### src/logic/cdt_pkg.sv
// Package: register map, field positions and bus carriers of the dual timer
package cdt_pkg;

  // Register word indices, address bits 13:2 (printed offsets are not all multiples of four)
  localparam logic [11:0] IDX_LOW_COUNT = 12'h106;
  localparam logic [11:0] IDX_HOLD = 12'h108;
  localparam logic [11:0] IDX_HIGH_COUNT = 12'h10a;
  localparam logic [11:0] IDX_PERIOD_LOW = 12'h10c;
  localparam logic [11:0] IDX_PERIOD_HIGH = 12'h10e;
  localparam logic [11:0] IDX_LOW_CTRL = 12'h110;
  localparam logic [11:0] IDX_HIGH_CTRL = 12'h112;
  localparam logic [11:0] IDX_IRQ_STATUS = 12'h114;
  localparam logic [11:0] IDX_IRQ_ENABLE = 12'h115;
  localparam int ADDR_W = 14;

  // Control field positions
  localparam int BIT_RUN = 15;
  localparam int BIT_STOP_IDLE = 13;
  localparam int BIT_GATE_EN = 6;
  localparam int BIT_PS_HI = 5;
  localparam int BIT_PS_LO = 4;
  localparam int BIT_CASCADE = 3;
  localparam int BIT_CLK_SRC = 1;
  localparam logic [15:0] LOW_CTRL_MASK = 16'ha07a;
  localparam logic [15:0] HIGH_CTRL_MASK = 16'ha072;

  // Interrupt flag positions (low timer bit 0, high timer bit 7)
  localparam int BIT_IRQ_LOW = 0;
  localparam int BIT_IRQ_HIGH = 7;

  // Reset values
  localparam logic [15:0] RST_PERIOD = 16'hffff;
  localparam logic [15:0] RST_CTRL = 16'h0000;
  localparam logic [15:0] RST_COUNT = 16'h0000;

  // Prescale terminal counts for 1:1, 1:8, 1:64, 1:256
  localparam logic [7:0] PS_DIV1 = 8'h00;
  localparam logic [7:0] PS_DIV8 = 8'h07;
  localparam logic [7:0] PS_DIV64 = 8'h3f;
  localparam logic [7:0] PS_DIV256 = 8'hff;

  // Bus request carrier
  typedef struct packed {
    logic [ADDR_W-1:0] address;
    logic read;
    logic write;
    logic [3:0] byteenable;
    logic [31:0] writedata;
  } cdt_req_s;

  // Bus answer carrier
  typedef struct packed {
    logic [31:0] readdata;
    logic waitrequest;
  } cdt_rsp_s;

  // Bus slave phase
  typedef enum logic [0:0] {
    ST_IDLE = 1'b0,
    ST_DONE = 1'b1
  } cdt_bus_e;

endpackage

### src/logic/cdt_timer.sv
// Cascadable dual 16-bit / single 32-bit timer with Avalon-MM slave
//
// Overview of operation
// - Cascaded: low timer is lower 16 bits, high timer upper 16 bits.
// - Cascaded: high control ignored; low control, clock and gate used; clearing high run still clears low prescaler.
// - Cascaded: interrupts use high timer flag and high timer enable.
// - Split: two independent 16-bit timers or sync counters, no async mode; low count write also loads high count.
// - Low timer synchronises its prescaler output; high timer does not.
// - 32-bit timer counts instruction cycles to period, then wraps to zero.
// - Reading low count latches high count into holding register.
// - Write holding then low count; holding moves into high count.
// - 32-bit counter counts synchronised external rising edges to period.
// - In idle, stop-in-idle set halts counting; resumes when idle ends.
// - Gated mode counts cycles while gate high; needs enable, run, internal.
// - Gate enable ignored on high timer; low timer drives gated cascade.
// - Gate falling edge ends accumulation, count kept unchanged.
// - 32-bit period match pulses the converter trigger.
// - Prescaler divides by 1, 8, 64 or 256 from field bits 5:4.
// - Cascaded: only low timer prescaler applies.
// - Prescaler cleared on count write, run clear, or reset.
// - Low prescaler cannot reset while its timer is disabled.
// - Control writes leave count registers unchanged.
// - During sleep nothing counts.
// - 32-bit match or gate fall sets high flag; software clears it.
// - 16-bit timer counts cycles to its own period, then wraps.
// - Clock-source bit 1 selects pin clock, 0 instruction clock.
//
// Decided for this implementation: the Avalon-MM register port.
`timescale 1ns/100ps

module cdt_timer (
  // Clock, reset, enable
  input wire logic i_clk,
  input wire logic i_resetn,
  input wire logic i_ce,
  // Register bus
  input wire cdt_pkg::cdt_req_s i_bus,
  output cdt_pkg::cdt_rsp_s o_bus,
  // Pins and processor power state
  input wire logic i_low_clk_pin,
  input wire logic i_high_clk_pin,
  input wire logic i_idle,
  input wire logic i_sleep,
  // Events
  output logic o_irq,
  output logic o_adc_trigger
);

  ////////////////////////////////////////////////////////////////////////
  // Pin synchronisers and edge detect

  logic [1:0] pin_meta_ff;
  logic [1:0] pin_sync_ff;
  logic [1:0] pin_prev_ff;
  logic idle_meta_ff;
  logic idle_sync_ff;
  logic sleep_meta_ff;
  logic sleep_sync_ff;

  always_ff @(posedge i_clk) begin
    if (!i_resetn) begin
      pin_meta_ff <= 2'h0;
      pin_sync_ff <= 2'h0;
      pin_prev_ff <= 2'h0;
      idle_meta_ff <= 1'b0;
      idle_sync_ff <= 1'b0;
      sleep_meta_ff <= 1'b0;
      sleep_sync_ff <= 1'b0;
    end else if (i_ce) begin
      pin_meta_ff <= {i_high_clk_pin, i_low_clk_pin};
      pin_sync_ff <= pin_meta_ff;
      pin_prev_ff <= pin_sync_ff;
      idle_meta_ff <= i_idle;
      idle_sync_ff <= idle_meta_ff;
      sleep_meta_ff <= i_sleep;
      sleep_sync_ff <= sleep_meta_ff;
    end
  end

  wire [1:0] pin_rise = pin_sync_ff & ~pin_prev_ff;
  wire [1:0] pin_fall = ~pin_sync_ff & pin_prev_ff;

  ////////////////////////////////////////////////////////////////////////
  // Registers and bus decode

  logic [15:0] count_ff [2];
  logic [15:0] period_ff [2];
  logic [15:0] ctrl_ff [2];
  logic [15:0] hold_ff;
  logic [7:0] irq_flag_ff;
  logic [7:0] irq_en_ff;
  cdt_pkg::cdt_bus_e bus_st_ff;
  logic [31:0] rdata_ff;
  logic irq_ff;
  logic adc_ff;

  wire [11:0] reg_idx = i_bus.address[13:2];
  wire bus_go = (bus_st_ff == cdt_pkg::ST_IDLE) && i_ce;
  // Writes land at the edge where the master sees waitrequest low
  wire wr_go = (bus_st_ff == cdt_pkg::ST_DONE) && i_ce && i_bus.write;
  wire rd_go = bus_go && i_bus.read;
  wire wr_low_cnt = wr_go && (reg_idx == cdt_pkg::IDX_LOW_COUNT);
  wire wr_high_cnt = wr_go && (reg_idx == cdt_pkg::IDX_HIGH_COUNT);
  wire wr_hold = wr_go && (reg_idx == cdt_pkg::IDX_HOLD);
  wire wr_per_low = wr_go && (reg_idx == cdt_pkg::IDX_PERIOD_LOW);
  wire wr_per_high = wr_go && (reg_idx == cdt_pkg::IDX_PERIOD_HIGH);
  wire wr_ctl_low = wr_go && (reg_idx == cdt_pkg::IDX_LOW_CTRL);
  wire wr_ctl_high = wr_go && (reg_idx == cdt_pkg::IDX_HIGH_CTRL);
  wire wr_irq_st = wr_go && (reg_idx == cdt_pkg::IDX_IRQ_STATUS);
  wire wr_irq_en = wr_go && (reg_idx == cdt_pkg::IDX_IRQ_ENABLE);
  wire rd_low_cnt = rd_go && (reg_idx == cdt_pkg::IDX_LOW_COUNT);
  wire [15:0] wdata = i_bus.writedata[15:0];
  wire lanes_ok = i_bus.byteenable[1:0] == 2'h3;

  wire cascade = ctrl_ff[0][cdt_pkg::BIT_CASCADE];

  ////////////////////////////////////////////////////////////////////////
  // Per-timer control selection, prescaler and increment

  // Effective control: cascaded mode uses low control for both halves
  logic [15:0] eff_ctrl [2];
  logic [7:0] ps_cnt_ff [2];
  logic tick_sync_ff;
  logic [1:0] tick;
  logic [1:0] ps_hit;
  logic [1:0] run_clear;
  logic [1:0] ps_clr;
  logic [1:0] match;
  logic [1:0] gate_fall;

  wire halt = sleep_sync_ff;

  genvar g;
  generate
    for (g = 0; g < 2; g++) begin : gen_tmr
      logic [15:0] c;
      logic [7:0] term;
      logic src_edge;
      logic active;
      logic gated;

      assign c = (g == 1 && cascade) ? ctrl_ff[0] : ctrl_ff[g];
      assign eff_ctrl[g] = c;

      assign term = (c[5:4] == 2'h0) ? cdt_pkg::PS_DIV1 :
                    (c[5:4] == 2'h1) ? cdt_pkg::PS_DIV8 :
                    (c[5:4] == 2'h2) ? cdt_pkg::PS_DIV64 :
                    cdt_pkg::PS_DIV256;

      // Gate enable only honoured on the low timer
      assign gated = (g == 0) && c[cdt_pkg::BIT_GATE_EN] &&
                     !c[cdt_pkg::BIT_CLK_SRC];

      // Stop in idle; stop in sleep
      assign active = c[cdt_pkg::BIT_RUN] && !halt &&
                      !(idle_sync_ff && c[cdt_pkg::BIT_STOP_IDLE]);

      // Source select; gate level qualifies cycles
      assign src_edge = c[cdt_pkg::BIT_CLK_SRC] ? pin_rise[g] :
                        (gated ? pin_sync_ff[g] : 1'b1);

      assign ps_hit[g] = active && src_edge && (ps_cnt_ff[g] == term);

      assign run_clear[g] = wr_ctl_low && lanes_ok &&
                            ctrl_ff[0][cdt_pkg::BIT_RUN] &&
                            !wdata[cdt_pkg::BIT_RUN] ||
                            wr_ctl_high && lanes_ok &&
                            ctrl_ff[1][cdt_pkg::BIT_RUN] &&
                            !wdata[cdt_pkg::BIT_RUN];
      // Low prescaler frozen while its timer is off
      assign ps_clr[g] = (wr_low_cnt || wr_high_cnt || run_clear[g]) &&
                         !(g == 0 && !ctrl_ff[0][cdt_pkg::BIT_RUN]);

      always_ff @(posedge i_clk) begin
        if (!i_resetn) begin
          ps_cnt_ff[g] <= 8'h00;
        end else if (i_ce) begin
          if (ps_clr[g]) begin
            ps_cnt_ff[g] <= 8'h00;
          end else if (active && src_edge) begin
            ps_cnt_ff[g] <= ps_hit[g] ? 8'h00 : ps_cnt_ff[g] + 8'h01;
          end
        end
      end

      assign gate_fall[g] = gated && active && pin_fall[g];
      assign match[g] = count_ff[g] == period_ff[g];
    end
  endgenerate

  // Low prescaler output retimed; split high timer uses its own output directly
  always_ff @(posedge i_clk) begin
    if (!i_resetn) begin
      tick_sync_ff <= 1'b0;
    end else if (i_ce) begin
      tick_sync_ff <= ps_hit[0] && !ps_clr[0];
    end
  end

  // Cascade drives both halves from the low prescaler
  assign tick[0] = tick_sync_ff;
  assign tick[1] = cascade ? tick_sync_ff : (ps_hit[1] && !ps_clr[1]);

  ////////////////////////////////////////////////////////////////////////
  // Count next values

  wire [31:0] cnt32 = {count_ff[1], count_ff[0]};
  wire [31:0] per32 = {period_ff[1], period_ff[0]};
  wire match32 = cnt32 == per32;
  wire [31:0] cnt32_inc = cnt32 + 32'h1;

  logic [15:0] nxt_count [2];
  logic ev_match32;
  logic ev_gate32;

  always_comb begin
    nxt_count[0] = count_ff[0];
    nxt_count[1] = count_ff[1];
    ev_match32 = 1'b0;
    ev_gate32 = 1'b0;
    if (cascade) begin
      // Count to 32-bit period then wrap
      if (tick[0]) begin
        if (match32) begin
          nxt_count[0] = 16'h0000;
          nxt_count[1] = 16'h0000;
          ev_match32 = 1'b1;
        end else begin
          nxt_count[0] = cnt32_inc[15:0];
          nxt_count[1] = cnt32_inc[31:16];
        end
      end
      // Gate fall ends run, count kept
      ev_gate32 = gate_fall[0];
    end else begin
      if (tick[0]) begin
        nxt_count[0] = match[0] ? 16'h0000 : count_ff[0] + 16'h0001;
      end
      if (tick[1]) begin
        nxt_count[1] = match[1] ? 16'h0000 : count_ff[1] + 16'h0001;
      end
    end
    // Low write moves holding word into high count
    if (wr_low_cnt) begin
      nxt_count[0] = wdata;
      nxt_count[1] = hold_ff;
    end
    if (wr_high_cnt) begin
      nxt_count[1] = wdata;
    end
  end

  // Interrupt events: split mode keeps one flag per timer
  wire low_ev = !cascade && (tick[0] && match[0] || gate_fall[0]);
  wire high_ev = cascade ? (ev_match32 || ev_gate32) :
                 (tick[1] && match[1]);
  wire [7:0] irq_set = {high_ev, 6'h00, low_ev};
  wire [7:0] irq_clr = (wr_irq_st && lanes_ok) ? ~wdata[7:0] : 8'h00;

  ////////////////////////////////////////////////////////////////////////
  // State and register update

  always_ff @(posedge i_clk) begin
    if (!i_resetn) begin
      count_ff[0] <= cdt_pkg::RST_COUNT;
      count_ff[1] <= cdt_pkg::RST_COUNT;
      period_ff[0] <= cdt_pkg::RST_PERIOD;
      period_ff[1] <= cdt_pkg::RST_PERIOD;
      ctrl_ff[0] <= cdt_pkg::RST_CTRL;
      ctrl_ff[1] <= cdt_pkg::RST_CTRL;
      hold_ff <= cdt_pkg::RST_COUNT;
      irq_flag_ff <= 8'h00;
      irq_en_ff <= 8'h00;
    end else if (i_ce) begin
      count_ff[0] <= nxt_count[0];
      count_ff[1] <= nxt_count[1];
      if (rd_low_cnt) begin
        hold_ff <= count_ff[1];
      end else if (wr_hold && lanes_ok) begin
        hold_ff <= wdata;
      end
      if (wr_per_low && lanes_ok) begin
        period_ff[0] <= wdata;
      end
      if (wr_per_high && lanes_ok) begin
        period_ff[1] <= wdata;
      end
      if (wr_ctl_low && lanes_ok) begin
        ctrl_ff[0] <= wdata & cdt_pkg::LOW_CTRL_MASK;
      end
      if (wr_ctl_high && lanes_ok) begin
        ctrl_ff[1] <= wdata & cdt_pkg::HIGH_CTRL_MASK;
      end
      // Sticky flags, set wins over software clear
      irq_flag_ff <= (irq_flag_ff & ~irq_clr) | irq_set;
      if (wr_irq_en && lanes_ok) begin
        irq_en_ff <= wdata[7:0];
      end
    end
  end

  ////////////////////////////////////////////////////////////////////////
  // Outputs and read mux

  logic [15:0] rd_mux;
  always_comb begin
    case (reg_idx)
      cdt_pkg::IDX_LOW_COUNT: rd_mux = count_ff[0];
      cdt_pkg::IDX_HOLD: rd_mux = hold_ff;
      cdt_pkg::IDX_HIGH_COUNT: rd_mux = count_ff[1];
      cdt_pkg::IDX_PERIOD_LOW: rd_mux = period_ff[0];
      cdt_pkg::IDX_PERIOD_HIGH: rd_mux = period_ff[1];
      cdt_pkg::IDX_LOW_CTRL: rd_mux = ctrl_ff[0];
      cdt_pkg::IDX_HIGH_CTRL: rd_mux = ctrl_ff[1];
      cdt_pkg::IDX_IRQ_STATUS: rd_mux = {8'h00, irq_flag_ff};
      cdt_pkg::IDX_IRQ_ENABLE: rd_mux = {8'h00, irq_en_ff};
      default: rd_mux = 16'h0000;
    endcase
  end

  // Cascade gates only the high flag with the high enable
  wire irq_any = cascade ?
                 (irq_flag_ff[cdt_pkg::BIT_IRQ_HIGH] &&
                  irq_en_ff[cdt_pkg::BIT_IRQ_HIGH]) :
                 |(irq_flag_ff & irq_en_ff);

  always_ff @(posedge i_clk) begin
    if (!i_resetn) begin
      bus_st_ff <= cdt_pkg::ST_IDLE;
      rdata_ff <= 32'h0;
      irq_ff <= 1'b0;
      adc_ff <= 1'b0;
    end else if (i_ce) begin
      irq_ff <= irq_any;
      // One-cycle converter trigger on 32-bit match
      adc_ff <= ev_match32;
      case (bus_st_ff)
        cdt_pkg::ST_IDLE: begin
          if (i_bus.read || i_bus.write) begin
            bus_st_ff <= cdt_pkg::ST_DONE;
            if (i_bus.read) begin
              rdata_ff <= {16'h0000, rd_mux};
            end
          end
        end
        cdt_pkg::ST_DONE: bus_st_ff <= cdt_pkg::ST_IDLE;
        default: bus_st_ff <= cdt_pkg::ST_IDLE;
      endcase
    end
  end

  assign o_bus.readdata = rdata_ff;
  assign o_bus.waitrequest = (bus_st_ff != cdt_pkg::ST_DONE);
  assign o_irq = irq_ff;
  assign o_adc_trigger = adc_ff;

endmodule

### config.mk
export PLATFORM = sky130hd
export DESIGN_NAME = cdt_timer
export DESIGN_NICKNAME = d
export VERILOG_FILES = /design/src/logic/cdt_pkg.sv /design/src/logic/cdt_timer.sv
export SDC_FILE = /design/constraint.sdc
export NUM_CORES = 1
export LEC_CHECK = 0
export BUFFER_PORTS_ARGS = -buffer_cell sky130_fd_sc_hd__buf_2
export CAP_MARGIN = 20
export CORE_MARGIN = 5
export CORE_UTILIZATION = 55
export DETAILED_ROUTE_END_ITERATION = 8
export PLACE_DENSITY = 0.75
export SETUP_SLACK_MARGIN = 0.2
export SLEW_MARGIN = 30
export SYNTH_ARGS = -nofsm -noshare
export SYNTH_HDL_FRONTEND = slang
export SYNTH_SLANG_ARGS = --single-unit
### constraint.sdc
create_clock -name i_clk -period 4.8 [get_ports i_clk]
set_clock_uncertainty 0.05 [all_clocks]
set_input_delay 0.96 -clock i_clk [delete_from_list [all_inputs] [get_ports i_clk]]
set_output_delay 0.96 -clock i_clk [all_outputs]
set_load 0.02 [all_outputs]
==> results.txt <==
----------------------------------------------------
[Setup path]
  Critical-path cell with the highest stage delay ... nor4b_1
  Data arrival time of the critical path ... 3370 ps
  Total buffers and inverters traversed by the critical path ... 1
  Critical-path maximum fanout ... 16
  Kind of end point of the critical path ... flop
  Setup slack of the worst register-to-register path ... 1600 ps
  Delay of the slowest cell on the worst path ... 580 ps
  Required time worst endpoint ... 4750 ps
  Crit-path cells ... buf_2 -> nor4b_1 -> nand3_1 -> o22ai_1 -> nor4_1 -> o21ai_0 -> nand2_1
  Worst setup SP type ... input port
  Classification of the worst setup path ... input port to flop
  CP top delay family ... simple AND/OR/NAND/NOR gates

[Floorplan]
  Standard-cell row count ... 46
  Width of the chip ... 137 um
  Initial Utilization ... 55.8%
  DIE HEIGHT ... 137 um
  Core Region ... 15800 um^2
  Total die area ... 18700 um^2
  Ports placed on the boundary ... 94

[Clock tree]
  Number of buffers between clock root and the deepest sink ... 2
  Number of sinks on the clock net ... 155
  Total setup buffers inserted after CTS ... 0
  Clock Root Buffer ... clkbuf_16
  TritonCTS clock tree ... done
  Number of resized instances in the post-cts repair step ... 0
  Cts-stage hold buffer count ... 0
  CTS H-tree depth ... 4
  Number of CTS-inserted buffers ... 17
  Clock latency on the worst-skew pair ... 440 ps
  Clock-pin slew of the registers on the worst-case setup and hold paths ... 60 ps

[Detailed routing]
  Detailed Routing Iterations Pass 1 ... 6
  Count of routing violations after the opening detailed-route iteration ... 1278
  Number of remaining DRC errors ... 0
  Via-to-Cell Ratio ... 6.73
  Post-route ant nets ... 0
  Wire length reported by the detailed router ... 28400 um
  Routed wire length per instance ... 23.9 um
  Count of vias placed by the detailed router ... 7983

[Timing]
  Crit share post-route ... 71.3%
  Worst slew margin relative to its limit ... 32.2%
  Post-Route Setup TNS ... 0 ps
  Total count of hold-check failures in the final report ... 0
  Pin slew with the least headroom to its limit ... 1010 ps
  Post-route worst setup slack ... 1380 ps
  Max Clk Rate ... 292 MHz
  Count of final setup violators ... 0
  Unrepaired setup endpoints after global routing ... no
  Period minus WS final ... 3420 ps
  Pins Over Slew Limit ... 0

[Global routing]
  Fraction of met2 tracks used by global routing ... 46.4%
  Antenna violations before repair ... 0
  Met1 track utilization from global routing ... 42.0%
  Maximum number of pins on one net before global-route repair ... 46
  Vias in the first global route ... 7189
  Busiest layer in global routing ... met2
  Grt met3 use ... 8.35%
  Global-route congestion overflow total ... 0
  Global-route wire length before repair ... 42800 um
  Total routing usage reported by global routing ... 30.6%

[Logic synthesis]
  Cells after Synth ... 922
  Area of the mapped netlist ... 8830 um^2
  Post-synthesis sequential element count ... 155
  Cell accounting for the most synthesized area ... edfxtp_1
  Ranking of synthesized cells by area ... edfxtp_1 32%, dfxtp_1 14%, xnor2_1 4.5%
  Dominant register cell in the synthesized netlist ... edfxtp_1
  Share of Yosys cell area claimed by the top area cell type ... 31.6%
  Number of different library cells in the post-synthesis netlist ... 71
  Count of flip-flops with a built-in enable after synthesis ... 93
  Synth warnings ... 0
  Most frequent cell after synthesis ... edfxtp_1
  Average cell area after synthesis ... 9.58 um^2
  Synth cell count leaders ... 93 x edfxtp_1, 85 x nor2_1, 80 x nand2_1
  Async set or reset register ratio after synthesis ... 0%
  Sequential cell area fraction in the yosys report ... 45.7%

[Hold path]
  Worst hold-check path type ... flop to flop

[Final layout]
  Relative area change from synthesis to final layout ... 12.3%
  Utilization after layout ... 62.7%
  Antenna diode instance count ... 0
  Layout net count ... 1020
  Cell area after layout ... 9920 um^2
  Ratio of cells with drive above 1 in the final layout ... 13.8%

[Pwr]
  Max VDD drop ... 282 uV
  Share of total power in combinational logic ... 7.1%
  Leakage power total ... 3.43 nW
  Portion of total power attributed to sequential cells ... 46.3%
  Switching share of power ... 24.6%
  Net switching power figure ... 795 uW
  Internal power of the cells ... 2.44 mW
  Relative contribution of the clock network to total power ... 46.6%
  Power density over the cells ... 326 nW/um^2

[Placement]
  DPL Wire Length ... 20400 um
  Post-place setup slack ... 994 ps
  Placed Area ... 9260 um^2
  Weighted congestion at the end of routability-driven global placement ... 1.04
  # port buffers ... 57

[Job]
  Number of max-cap violations ... 0

[Run status]
  Outcome ... finished clean

----------------------------------------------------
## worst min-delay path: stages, from the launching register on
cell     delay (ps)
dfxtp_1         310
nand2_1          50
o21ai_1          50
## area by class of cell
type,instances,area (um^2)
flip-flops and latches,155,4030
well taps,216,270
multi-input cells,688,4450
repair buffers,79,450
inverters,16,60.1
clock inverters,14,203
fillers,1333,5910
clock buffers,18,450
## cells in the final DEF, fill, tap and decap left out, types with 18 or more instances in the layout
master and count:
xor2_1 18, edfxtp_1 93, a221oi_1 19, xnor2_1 45, nand3_1 49, mux2i_1 30, a21oi_1 33, dfxtp_1 62
o21ai_0 34, clkbuf_16 18, nand4_1 24, nand2_1 80, a211oi_1 24, nor2_1 85, buf_4 22, buf_2 57
nand2b_1 18
## logic make-up after synthesis
group                      Yosys count  share of synthesized area [%]
AOI/OAI and AO/OA                  230                           19.0
muxes                               40                           4.68
xor gates and xnor gates            63                           6.25
DFF                                155                           45.7
other                                1                         0.0425
adders and majority gates            4                          0.567
and+or+nand+nor                    335                           18.9
buffers and inverters               94                           4.86
## per-stage QoR
stage | hold WS (ps) | power [mW] | cells
2_1_floorplan | 389 | 1.66 | 937
6_report | 393 | 3.23 | 1186
4_1_cts | 397 | 3.22 | 1186
5_1_grt | 426 | 3.31 | 1186
3_5_place_dp | 389 | 1.75 | 1154
3_3_place_gp | 386 | 1.74 | 1154
## state kept, by name, indices dropped and copies added, names as in the netlist
name	cells
count_ff	32
period_ff	32
hold_ff	16
ps_cnt_ff	16
rdata_ff	16
ctrl_ff	13
irq_en_ff	8
irq_flag_ff	8
pin_meta_ff	2
pin_prev_ff	2
pin_sync_ff	2
bus_st_ff	1
halt	1
idle_meta_ff	1
idle_sync_ff	1
o_adc_trigger	1
o_irq	1
sleep_meta_ff	1
tick_sync_ff	1
## final timing paths
kind | cells past startpoint | start | endpoint
max | 7 | i_bus[49] | count_ff[0][25]
min | 2 | rdata_ff[8] | rdata_ff[8]
max reg2reg | 7 | ctrl_ff[0][1] | count_ff[0][25]
min reg2reg | 2 | rdata_ff[8] | rdata_ff[8]
## routing by layer
| layer | wire length (um) | vias to the layer above |
|---|---|---|
| met1 | 11300 | 3817 |
| met4 | 926 | 0 |
| met2 | 12700 | 524 |
| met3 | 3470 | 89 |
| li1 | - | 3553 |
| met5 | 0 | - |
## power groups by stage
stage | clock network [mW] | registers [mW] | logic (mW)
after detailed placement | 0 | 1.52 | 0.224
after global routing | 1.56 | 1.50 | 0.248
final | 1.50 | 1.50 | 0.231
after CTS | 1.50 | 1.49 | 0.225
after floorplan | 0 | 1.49 | 0.169
after global placement | 0 | 1.52 | 0.221
No activity file was read; power rests on OpenSTA's default activity.
